### src/uifc_pkg.sv
// Purpose: constants for the uart interrupt and fifo control block
// Assumes: byte addresses on a 32-bit address port, 16-bit register data
// Notes: fifo-relative thresholds are derived from the fifo depth parameter
package uifc_pkg;

    // register byte addresses
    localparam logic [31:0] OFF_IRQ_EN_DIV_HIGH = 32'h5000_1004;
    localparam logic [31:0] OFF_IRQ_ID_FIFO_CTRL = 32'h5000_1008;
    localparam logic [31:0] OFF_LINE_CTRL = 32'h5000_100C;
    localparam logic [31:0] OFF_MODEM_CTRL = 32'h5000_1010;

    // interrupt enable fields
    localparam int unsigned IEN_PTX_MODE_BIT = 7;
    localparam int unsigned IEN_MODEM_BIT = 3;
    localparam int unsigned IEN_LINE_BIT = 2;
    localparam int unsigned IEN_TXE_BIT = 1;
    localparam int unsigned IEN_RXD_BIT = 0;
    localparam logic [7:0] IEN_WR_MASK = 8'h8F;
    localparam logic [7:0] IEN_RST = 8'h00;
    localparam logic [7:0] DIV_HIGH_RST = 8'h00;

    // fifo control fields
    localparam int unsigned FC_RX_TRIG_LSB = 6;
    localparam int unsigned FC_TX_THR_LSB = 4;
    localparam int unsigned FC_DMA_MODE_BIT = 3;
    localparam int unsigned FC_TX_RESET_BIT = 2;
    localparam int unsigned FC_RX_RESET_BIT = 1;
    localparam int unsigned FC_ENABLE_BIT = 0;
    localparam logic [1:0] FC_SEL_RST = 2'h0;

    // identification fields
    localparam int unsigned ID_FIFOS_LSB = 6;
    localparam logic [3:0] ID_MODEM = 4'h0;
    localparam logic [3:0] ID_NONE = 4'h1;
    localparam logic [3:0] ID_TX_EMPTY = 4'h2;
    localparam logic [3:0] ID_RX_DATA = 4'h4;
    localparam logic [3:0] ID_LINE = 4'h6;
    localparam logic [3:0] ID_BUSY = 4'h7;
    localparam logic [3:0] ID_TIMEOUT = 4'hC;

    // line and modem control fields
    localparam int unsigned LC_DIV_SEL_BIT = 7;
    localparam int unsigned MC_AFC_BIT = 5;
    localparam int unsigned MC_RTS_BIT = 1;
    localparam logic [15:0] READ_ZERO = 16'h0000;

endpackage

### src/uifc_ctrl.sv
// Purpose: interrupt enable, identification and fifo control of a uart
// Assumes: status inputs come from uart logic on clk_sys_i, no sync needed
// Notes: read data stand one cycle after the read strobe, zero otherwise
`timescale 1ns/1ps
module uifc_ctrl #(
    parameter int unsigned FIFO_DEPTH = 16,
    parameter int unsigned LVL_W = 5
) (
    input wire logic clk_sys_i,
    input wire logic rst_n_i,
    input wire logic [31:0] addr_i,
    input wire logic [15:0] wdata_i,
    input wire logic wr_i,
    input wire logic rd_i,
    output logic [15:0] rdata_o,
    input wire logic line_status_evt_i,
    input wire logic char_timeout_i,
    input wire logic modem_status_evt_i,
    input wire logic busy_detect_i,
    input wire logic [LVL_W-1:0] rx_level_i,
    input wire logic [LVL_W-1:0] tx_level_i,
    output logic irq_o,
    output logic rts_n_o,
    output logic dma_tx_req_n_o,
    output logic dma_rx_req_n_o,
    output logic fifo_enable_o,
    output logic tx_fifo_reset_o,
    output logic rx_fifo_reset_o,
    output logic dma_signal_mode_o,
    output logic prog_tx_empty_irq_mode_en_o,
    output logic divisor_latch_select_o,
    output logic [7:0] baud_divisor_high_o
);

    if (FIFO_DEPTH < 8 || (FIFO_DEPTH % 4) != 0) begin : g_depth_chk
        $error("fifo depth must be a multiple of four, eight or more");
    end
    if (LVL_W != $clog2(FIFO_DEPTH + 1)) begin : g_width_chk
        $error("level width must hold the full fifo depth");
    end

    // rx trigger: 1, quarter, half, two short of full
    function automatic logic [LVL_W-1:0] rx_trig(input logic [1:0] sel);
        logic [LVL_W-1:0] t;
        t = LVL_W'(1);
        unique case (sel)
            2'h0: t = LVL_W'(1);
            2'h1: t = LVL_W'(FIFO_DEPTH / 4);
            2'h2: t = LVL_W'(FIFO_DEPTH / 2);
            2'h3: t = LVL_W'(FIFO_DEPTH - 2);
        endcase
        return t;
    endfunction

    // tx threshold: empty, two, quarter, half
    function automatic logic [LVL_W-1:0] tx_thr(input logic [1:0] sel);
        logic [LVL_W-1:0] t;
        t = LVL_W'(0);
        unique case (sel)
            2'h0: t = LVL_W'(0);
            2'h1: t = LVL_W'(2);
            2'h2: t = LVL_W'(FIFO_DEPTH / 4);
            2'h3: t = LVL_W'(FIFO_DEPTH / 2);
        endcase
        return t;
    endfunction

    logic [7:0] irq_en_q;
    logic [7:0] div_high_q;
    logic div_sel_q;
    logic afc_q;
    logic rts_req_q;
    logic fifo_en_q;
    logic dma_mode_q;
    logic [1:0] tx_thr_sel_q;
    logic [1:0] rx_trig_sel_q;
    logic tx_rst_q;
    logic rx_rst_q;
    logic [15:0] rdata_q;
    logic irq_q;
    logic rts_n_q;
    logic dma_tx_act_q;
    logic dma_rx_act_q;

    // address decode
    wire sel_en_div = (addr_i == uifc_pkg::OFF_IRQ_EN_DIV_HIGH);
    wire sel_id_fc = (addr_i == uifc_pkg::OFF_IRQ_ID_FIFO_CTRL);
    wire sel_line = (addr_i == uifc_pkg::OFF_LINE_CTRL);
    wire sel_modem = (addr_i == uifc_pkg::OFF_MODEM_CTRL);
    wire wr_irq_en = wr_i & sel_en_div & ~div_sel_q;
    wire wr_div_high = wr_i & sel_en_div & div_sel_q;
    wire wr_fifo_ctrl = wr_i & sel_id_fc;
    wire wr_line = wr_i & sel_line;
    wire wr_modem = wr_i & sel_modem;

    // write data fields
    wire new_fifo_en = wdata_i[uifc_pkg::FC_ENABLE_BIT];
    wire fifo_en_flip = wr_fifo_ctrl & (new_fifo_en != fifo_en_q);
    // toggling fifo enable also flushes both fifos, stale data is meaningless
    wire tx_rst_d = (wr_fifo_ctrl & wdata_i[uifc_pkg::FC_TX_RESET_BIT])
        | fifo_en_flip;
    wire rx_rst_d = (wr_fifo_ctrl & wdata_i[uifc_pkg::FC_RX_RESET_BIT])
        | fifo_en_flip;

    // interrupt sources
    wire ptx_mode = irq_en_q[uifc_pkg::IEN_PTX_MODE_BIT];
    wire [LVL_W-1:0] rx_trig_lvl = rx_trig(rx_trig_sel_q);
    wire [LVL_W-1:0] tx_thr_lvl = tx_thr(tx_thr_sel_q);
    wire rx_empty = (rx_level_i == LVL_W'(0));
    wire tx_empty = (tx_level_i == LVL_W'(0));
    wire tx_full = (tx_level_i == LVL_W'(FIFO_DEPTH));
    wire rx_at_trig = (rx_level_i >= rx_trig_lvl);
    wire tx_at_thr = (tx_level_i <= tx_thr_lvl);
    // without fifos a single held character counts as available
    wire rx_avail = fifo_en_q ? rx_at_trig : ~rx_empty;
    // programmable mode only makes sense with fifos on
    wire txe_cond = (ptx_mode & fifo_en_q) ? tx_at_thr : tx_empty;
    wire src_line = irq_en_q[uifc_pkg::IEN_LINE_BIT]
        & line_status_evt_i;
    wire src_rxd = irq_en_q[uifc_pkg::IEN_RXD_BIT] & rx_avail;
    wire src_tmo = irq_en_q[uifc_pkg::IEN_RXD_BIT] & fifo_en_q
        & char_timeout_i;
    wire src_txe = irq_en_q[uifc_pkg::IEN_TXE_BIT] & txe_cond;
    wire src_modem = irq_en_q[uifc_pkg::IEN_MODEM_BIT]
        & modem_status_evt_i;

    // priority chain, line status first, busy detect last
    wire [3:0] pending_irq_code =
        src_line ? uifc_pkg::ID_LINE :
        src_rxd ? uifc_pkg::ID_RX_DATA :
        src_tmo ? uifc_pkg::ID_TIMEOUT :
        src_txe ? uifc_pkg::ID_TX_EMPTY :
        src_modem ? uifc_pkg::ID_MODEM :
        busy_detect_i ? uifc_pkg::ID_BUSY :
        uifc_pkg::ID_NONE;

    wire [1:0] fifos_enabled_status = {2{fifo_en_q}};
    wire [15:0] irq_identification = {8'h00, fifos_enabled_status,
        2'h0, pending_irq_code};

    // dma request levels
    wire dma_rx_d = dma_mode_q
        ? ((rx_avail | (fifo_en_q & char_timeout_i))
           | (dma_rx_act_q & ~rx_empty))
        : ~rx_empty;
    // mode 1 holds the tx request until the fifo is full
    wire dma_tx_d = dma_mode_q
        ? (txe_cond | (dma_tx_act_q & ~tx_full))
        : tx_empty;
    // auto flow only runs with fifos enabled
    wire rts_n_d = ~rts_req_q
        | (afc_q & fifo_en_q & rx_at_trig);

    // read mux
    wire [15:0] rd_en_div = div_sel_q ? {8'h00, div_high_q}
        : {8'h00, irq_en_q};
    wire [15:0] rd_line = 16'(div_sel_q) << uifc_pkg::LC_DIV_SEL_BIT;
    wire [15:0] rd_modem = (16'(afc_q) << uifc_pkg::MC_AFC_BIT)
        | (16'(rts_req_q) << uifc_pkg::MC_RTS_BIT);
    wire [15:0] rd_mux = sel_en_div ? rd_en_div :
        sel_id_fc ? irq_identification :
        sel_line ? rd_line :
        sel_modem ? rd_modem :
        uifc_pkg::READ_ZERO;
    wire [15:0] rdata_d = rd_i ? rd_mux : uifc_pkg::READ_ZERO;

    always_ff @(posedge clk_sys_i or negedge rst_n_i) begin
        if (!rst_n_i) begin
            irq_en_q <= uifc_pkg::IEN_RST;
            div_high_q <= uifc_pkg::DIV_HIGH_RST;
        end else begin
            if (wr_irq_en) begin
                irq_en_q <= wdata_i[7:0] & uifc_pkg::IEN_WR_MASK;
            end
            if (wr_div_high) begin
                div_high_q <= wdata_i[7:0];
            end
        end
    end

    always_ff @(posedge clk_sys_i or negedge rst_n_i) begin
        if (!rst_n_i) begin
            div_sel_q <= 1'b0;
            afc_q <= 1'b0;
            rts_req_q <= 1'b0;
        end else begin
            if (wr_line) begin
                div_sel_q <= wdata_i[uifc_pkg::LC_DIV_SEL_BIT];
            end
            if (wr_modem) begin
                afc_q <= wdata_i[uifc_pkg::MC_AFC_BIT];
                rts_req_q <= wdata_i[uifc_pkg::MC_RTS_BIT];
            end
        end
    end

    always_ff @(posedge clk_sys_i or negedge rst_n_i) begin
        if (!rst_n_i) begin
            fifo_en_q <= 1'b0;
            dma_mode_q <= 1'b0;
            tx_thr_sel_q <= uifc_pkg::FC_SEL_RST;
            rx_trig_sel_q <= uifc_pkg::FC_SEL_RST;
        end else if (wr_fifo_ctrl) begin
            fifo_en_q <= new_fifo_en;
            dma_mode_q <= wdata_i[uifc_pkg::FC_DMA_MODE_BIT];
            tx_thr_sel_q <= wdata_i[uifc_pkg::FC_TX_THR_LSB +: 2];
            rx_trig_sel_q <= wdata_i[uifc_pkg::FC_RX_TRIG_LSB +: 2];
        end
    end

    always_ff @(posedge clk_sys_i or negedge rst_n_i) begin
        if (!rst_n_i) begin
            tx_rst_q <= 1'b0;
            rx_rst_q <= 1'b0;
            rdata_q <= uifc_pkg::READ_ZERO;
            irq_q <= 1'b0;
            rts_n_q <= 1'b1;
            dma_tx_act_q <= 1'b0;
            dma_rx_act_q <= 1'b0;
        end else begin
            tx_rst_q <= tx_rst_d;
            rx_rst_q <= rx_rst_d;
            rdata_q <= rdata_d;
            irq_q <= (pending_irq_code != uifc_pkg::ID_NONE);
            rts_n_q <= rts_n_d;
            dma_tx_act_q <= dma_tx_d;
            dma_rx_act_q <= dma_rx_d;
        end
    end

    assign rdata_o = rdata_q;
    assign irq_o = irq_q;
    assign rts_n_o = rts_n_q;
    assign dma_tx_req_n_o = ~dma_tx_act_q;
    assign dma_rx_req_n_o = ~dma_rx_act_q;
    assign fifo_enable_o = fifo_en_q;
    assign tx_fifo_reset_o = tx_rst_q;
    assign rx_fifo_reset_o = rx_rst_q;
    assign dma_signal_mode_o = dma_mode_q;
    assign prog_tx_empty_irq_mode_en_o = ptx_mode;
    assign divisor_latch_select_o = div_sel_q;
    assign baud_divisor_high_o = div_high_q;
endmodule

### config.mk
export PLATFORM = sky130hd
export DESIGN_NAME = uifc_ctrl
export DESIGN_NICKNAME = d
export VERILOG_FILES = /design/src/uifc_pkg.sv /design/src/uifc_ctrl.sv
export SDC_FILE = /design/constraint.sdc
export NUM_CORES = 1
export LEC_CHECK = 0
export BUFFER_PORTS_ARGS = -buffer_cell sky130_fd_sc_hd__buf_2
export CAP_MARGIN = 10
export CORE_MARGIN = 2
export CORE_UTILIZATION = 46
export CTS_CLUSTER_DIAMETER = 150
export DETAILED_ROUTE_END_ITERATION = 12
export PLACE_DENSITY = 0.9
export SLEW_MARGIN = 20
export SYNTH_ARGS = -nofsm -noshare
export SYNTH_HDL_FRONTEND = slang
export SYNTH_SLANG_ARGS = --single-unit
### constraint.sdc
create_clock -name clk_sys_i -period 2.3 [get_ports clk_sys_i]
set_input_delay 0.115 -clock clk_sys_i [delete_from_list [all_inputs] [get_ports clk_sys_i]]
set_output_delay 0.115 -clock clk_sys_i [all_outputs]
set_load 0.03 [all_outputs]
After elaboration in Yosys (flattened, before gate mapping)
Cells that the tools add are included.
{"block": "classes", "n_reduce_logical": 4, "n_mux": 18, "div": 0, "addsub": 0, "magnitude_cmp": 2, "shift": 0, "mul": 0, "bitwise": 34, "n_eq_ne": 13}
{"cell": "equality test 32 x 31 -> 1 bit, second input constant", "n": 4}
{"cell": "2-to-1 mux 8 bit", "n": 5}
{"cell": "case mux 5 bit (4 select lines)", "n": 2}
{"cell": "AND 1 bit", "n": 21}
{"cell": "2-to-1 mux 4 bit", "n": 3}
{"cell": "logical NOT 5 bit", "n": 2}
{"cell": "2-to-1 mux 3 bit", "n": 3}
{"cell": "equality test 2 bit, second input constant", "n": 4}
{"cell": "2-to-1 mux 6 bit", "n": 1}
{"cell": "NOT 1 bit", "n": 6}
{"cell": "OR 1 bit", "n": 6}
{"cell": "OR 6 x 2 -> 6 bit", "n": 1}
{"cell": "equality test 5 bit, second input constant", "n": 1}
{"cell": ">= comparator 5 bit", "n": 1}
{"cell": "<= comparator 5 bit", "n": 1}
{"cell": "equality test 2 x 1 -> 1 bit, second input constant", "n": 2}
{"cell": "logical NOT 2 bit", "n": 2}
{"cell": "2-to-1 mux 1 bit", "n": 4}
{"cell": "inequality test 4 x 1 -> 1 bit, second input constant", "n": 1}
{"cell": "inequality test 1 bit", "n": 1}
{"block": "word_totals", "rom_bits": 0, "ff_bits": 36, "mem_bits_rw": 0, "word_cells": 87, "latchBits": 0, "in_bits": 66, "out_inout_bits": 34, "memories": 0}

Depth between registers and ports, before layout
{"block": "logic_depth", "depth_word": 12, "depth_mapped": 8, "depth_no_buf": 8}

Least setup slack after synthesis
No wires, ideal clock.
{"block": "synth_path", "path_kind": "reg-to-reg", "startpoint": "reg tx_thr_sel_q[0]", "endpoint": "reg rdata_q[1] (netlist: rdata_o[1])", "stages_incl_launch_ff": 9, "path_slack_ns": 0.398, "arrival_ns": 1.820, "t_required_ns": 2.218, "path_buffers": 0, "period_less_slack_ns": 1.902, "cell_sequence": "dfrtp_1 > nand2b_1 > ha_1 > nand2_1 > or4b_1 > a21oi_1 > a31oi_1 > a21bo_1 > a31oi_1"}
{"block": "synth_via", "elab_chain_len": 12}
{"element": "from (decl)", "line": "uifc_ctrl.sv:75", "source": "logic [1:0] tx_thr_sel_q;"}
{"element": "from (signal assigned)", "line": "uifc_ctrl.sv:201", "source": "tx_thr_sel_q <= uifc_pkg::FC_SEL_RST;"}
{"element": "from (signal assigned)", "line": "uifc_ctrl.sv:206", "source": "tx_thr_sel_q <= wdata_i[uifc_pkg::FC_TX_THR_LSB +: 2];"}
{"element": "equality test 2 bit, or another cell as far along", "line": "uifc_ctrl.sv:59", "source": "unique case (sel)"}
{"element": "case mux 5 bit (4 select lines) *", "line": "uifc_ctrl.sv:59"}
{"element": "<= comparator 5 bit *", "line": "uifc_ctrl.sv:113", "source": "wire tx_at_thr = (tx_level_i <= tx_thr_lvl);"}
{"element": "2-to-1 mux 1 bit *", "line": "uifc_ctrl.sv:117", "source": "wire txe_cond = (ptx_mode & fifo_en_q) ? tx_at_thr : tx_empty;"}
{"element": "AND 1 bit *", "line": "uifc_ctrl.sv:123", "source": "wire src_txe = irq_en_q[uifc_pkg::IEN_TXE_BIT] & txe_cond;"}
{"element": "2-to-1 mux 3 bit *", "line": "uifc_ctrl.sv:132", "source": "src_txe ? uifc_pkg::ID_TX_EMPTY :"}
{"element": "2-to-1 mux 4 bit *", "line": "uifc_ctrl.sv:131", "source": "src_tmo ? uifc_pkg::ID_TIMEOUT :"}
{"element": "2-to-1 mux 4 bit *", "line": "uifc_ctrl.sv:130", "source": "src_rxd ? uifc_pkg::ID_RX_DATA :"}
{"element": "2-to-1 mux 4 bit *", "line": "uifc_ctrl.sv:129", "source": "src_line ? uifc_pkg::ID_LINE :"}
{"element": "2-to-1 mux 8 bit *", "line": "uifc_ctrl.sv:161", "source": "sel_id_fc ? irq_identification :"}
{"element": "2-to-1 mux 8 bit *", "line": "uifc_ctrl.sv:160", "source": "wire [15:0] rd_mux = sel_en_div ? rd_en_div :"}
{"element": "2-to-1 mux 8 bit *", "line": "uifc_ctrl.sv:165", "source": "wire [15:0] rdata_d = rd_i ? rd_mux : uifc_pkg::READ_ZERO;"}
{"element": "net rdata_d[1]", "line": "uifc_ctrl.sv:165"}
{"element": "to (signal assigned)", "line": "uifc_ctrl.sv:215", "source": "rdata_q <= uifc_pkg::READ_ZERO;"}
{"element": "to (signal assigned)", "line": "uifc_ctrl.sv:223", "source": "rdata_q <= rdata_d;"}
{"element": "to (decl)", "line": "uifc_ctrl.sv:79", "source": "logic [15:0] rdata_q;"}
The timed path passes the listed nets; every way through them passes the cells marked *. The select of a mux whose other input is x is not followed.
A chain may end at the register's enable or synchronous reset.

Worst setup path after layout
Ends and elaborated chain as after synthesis.

==> flow_metrics.py <==
metrics = {
    "grt": {
        "grt_util_met3": 0.0606,
        "grt_pass1_wl_mm": 8.11,
        "grt_max_degree": 37,
        "antenna_found_initial": 0,
        "grt_busiest_layer": "met2",
        "track_usage": 0.210,
        "met1_usage": 0.254,
        "grt_overflow_total": 0,
        "grt_pass1_vias": 1738,
        "gr-usage-met2": 0.358,
    },
    "worst_setup_path": {
        "max_stage_delay_ns": 0.50,
        "crit_buf_inv": 0,
        "worstPathMaxFanout": 4,
        "critPathKind": "flop to flop",
        "start_kind": "flop",
        "cpMostUsedCell": "a31oi_1",
        "crit_family": "simple AND/OR/NAND/NOR gates",
        "crit_chain": "nand2b_1 > ha_1 > nand2_1 > or4b_1 > a21oi_1 > a31oi_1 > a21bo_1 > a31oi_1",
        "crit_path_top_delay_cell": "or4b_1",
        "worstPathArrival_ns": 2.36,
        "critPathCaptureType": "flop",
        "cp.required_ns": 2.51,
    },
    "placement": {
        "portBuffers": 83,
        "postPlaceCellArea_um2": 2420,
        "gp_congestion": 0.822,
        "hpwl_mm": 3.86,
    },
    "clocking": {
        "clk_pin_slew_worst_paths_ns": 0.07,
        "cts_buffers": 5,
        "cts_tree": "built",
        "post_cts_buffers": 0,
        "cts_sinks": 36,
        "cts-root-buf": "clkbuf_8",
        "clock_latency_ns": 0.29,
        "clk_path_buf_depth": 2,
        "htree_levels": 2,
    },
    "layout": {
        "diodes": 0,
        "drive_gt1_frac": 0.442,
        "nFillCells": 363,
        "fin_nets": 349,
        "seq_area_um2": 902,
        "multiInputGateArea_um2": 1010,
        "postLayoutCellArea_um2": 2510,
        "syn_to_final_growth_pct": 25.6,
    },
    "power": {
        "finalPower_mw": 1.18,
        "p_leak_nw": 1.28,
        "pwr_density_cell_nw_per_um2": 472,
        "ir_drop_mv": 0.401,
    },
    "die": {
        "pin_count": 100,
        "rows": 23,
        "coreArea_um2": 4090,
        "die_h_um": 69.9,
        "die_w_um": 69.9,
        "initial_core_util": 0.489,
        "die_area_um2": 4880,
    },
    "synth": {
        "syn-cell-area_um2": 2000,
        "yosys_warnings": 0,
        "synth_edf_count": 0,
        "postSynthAreaPerCell_um2": 10.6,
        "yosys.cell_types.count": 42,
        "ys_async_sr_fraction": 1.00,
        "ys_ff_latch": 36,
        "synth_ff_type": "dfrtp_1",
        "ys_seq_area_frac": 0.452,
        "syn_inst": 188,
    },
    "hold_path": {
        "hold_class": "primary input to flop",
    },
    "timing": {
        "fmax_mhz": 464,
        "finalHoldViolations": 0,
        "fin_crit_sh": 0.936,
        "finClkSkew_ns": 0.00519,
        "rsz0062_at_grt": "no",
        "worstMarginPinSlew_ns": 0.777,
        "report.final.setup_viol": 0,
        "period_minus_slack_ns": 2.15,
        "report.final.slew_viol_count": 0,
        "timing.setup.tns_ns": 0,
        "hold_ws_ns": 0.0668,
        "slew_headroom": 0.482,
    },
    "flow_run": {
        "cap_violations": 0,
    },
    "route": {
        "routed_wl_mm": 4.99,
        "drc": 0,
        "drt_iter0_drc": 62,
        "avgViaCountPerCell": 5.40,
        "vias": 1760,
        "routedWlPerCell_um": 15.3,
        "ant_nets": 0,
        "dr.pass1.iters": 4,
    },
    "outcome": {
        "status": "finished, final reports clean",
    },
}
==> cell usage after synthesis (2+ instances only) <==
master,n,area share
mux2i_1,2,0.010
a211oi_1,3,0.011
a31oi_1,2,0.0063
ha_1,7,0.044
nand4_1,6,0.019
nor2b_1,5,0.016
o21a_1,3,0.011
mux2_2,24,0.14
buf_6,2,0.011
a22o_1,2,0.0088
nor2_1,10,0.019
inv_1,7,0.013
nor4_1,7,0.022
dfrtp_1,35,0.44
a32oi_1,2,0.0088
nand2b_1,3,0.0094
buf_4,8,0.030
a21oi_1,10,0.025
nand2_1,18,0.034
o21ai_0,6,0.015
nand3_1,5,0.013
==> placed cells by master (no fill, tap or decap), types with 3 or more instances in the layout <==
master	netlist	layout
clkbuf_8	0	5
nor4_1	7	7
nand3_1	5	5
ha_1	7	7
nand4_1	6	6
a21oi_1	10	10
o21ai_0	6	6
nand2_1	18	18
dfrtp_1	35	35
nand2b_1	3	3
conb_1	1	8
a211oi_1	3	3
mux2_2	24	24
buf_2	1	83
o21a_1	3	3
nor2_1	10	10
nor2b_1	5	5
inv_1	7	7
==> registers in the layout, summed over array words and instances, names as in the netlist, 2 cells and up <==
signal	count
baud_divisor_high_o	8
irq_en_q	5
rdata_o	8
rx_trig_sel_q	2
tx_thr_sel_q	2
==> power breakdown <==
part | switching [mW] | total [mW] | internal, mW
combinational | 0.0789 | 0.131 | 0.0524
clock | 0.212 | 0.418 | 0.206
sequential | 0.000420 | 0.635 | 0.634
total | 0.291 | 1.18 | 0.892
==> per-stage QoR <==
stage	util	std cells	setup slack (ns)
floorplan	-	195	0.398
global placement	0.592	318	0.291
detailed placement	0.592	318	0.259
CTS	0.614	326	0.199
global route	0.614	326	0.00985
finish	0.614	326	0.146
==> metal layers <==
| layer | share of wire | wire [um] | vias up |
|---|---|---|---|
| li1 | - | - | 842 |
| met4 | 0.014 | 68 | 0 |
| met1 | 0.41 | 2070 | 831 |
| met3 | 0.063 | 317 | 10 |
| met2 | 0.51 | 2540 | 77 |
| met5 | 0 | 0 | - |
==> worst paths after layout <==
path / from / end / slack (ns) / depth (start not counted)
min in group asynchronous: rst_n_i / dma_tx_act_q$_DFF_PN0_ / 0.44 / 2
setup / recovery: tx_thr_sel_q[0]$_DFFE_PN0P_ / rdata_o[1]$_DFF_PN0_ / 0.15 / 8
hold / removal: rd_i / rdata_o[1]$_DFF_PN0_ / 0.07 / 3
hold reg to reg: rts_req_q$_DFFE_PN0P_ / rts_n_o$_DFF_PN1_ / 0.45 / 1
max in group asynchronous: rst_n_i / rdata_o[5]$_DFF_PN0_ / 1.36 / 2
setup reg to reg: tx_thr_sel_q[0]$_DFFE_PN0P_ / rdata_o[1]$_DFF_PN0_ / 0.15 / 8
==> logic make-up after synthesis <==
| logic type | Yosys count | synth area share |
|---|---|---|
| other cells | 1 | 0.00188 |
| compound gates | 32 | 0.107 |
| simple gates | 67 | 0.189 |
| fa+ha+maj | 7 | 0.0439 |
| mux | 26 | 0.145 |
| xor+xnor | 1 | 0.00439 |
| buf+inv | 18 | 0.0570 |
| flops | 36 | 0.452 |
==> worst min-delay path: cells and delay by family <==
family | cells | cell delay, ns
buffers and inverters | 1 | 0.10
AND/OR/NAND/NOR | 1 | 0.06
AO/OA/AOI/OAI | 1 | 0.04
==> layout make-up <==
type                       count  share of cell area
tap                           50              0.0249
clock inverter                 1             0.00200
clock buffer                   6              0.0289
inverter                       7              0.0105
multi-input combinational    141               0.401
timing repair buffer          85               0.173
sequential                    36               0.360
==> repair_timing <==
item,CTS,global route
hold buffers,1,0
gates resized for setup,0,0
hold endpoints to repair,35,0
Power figures use the tool's default switching activity.
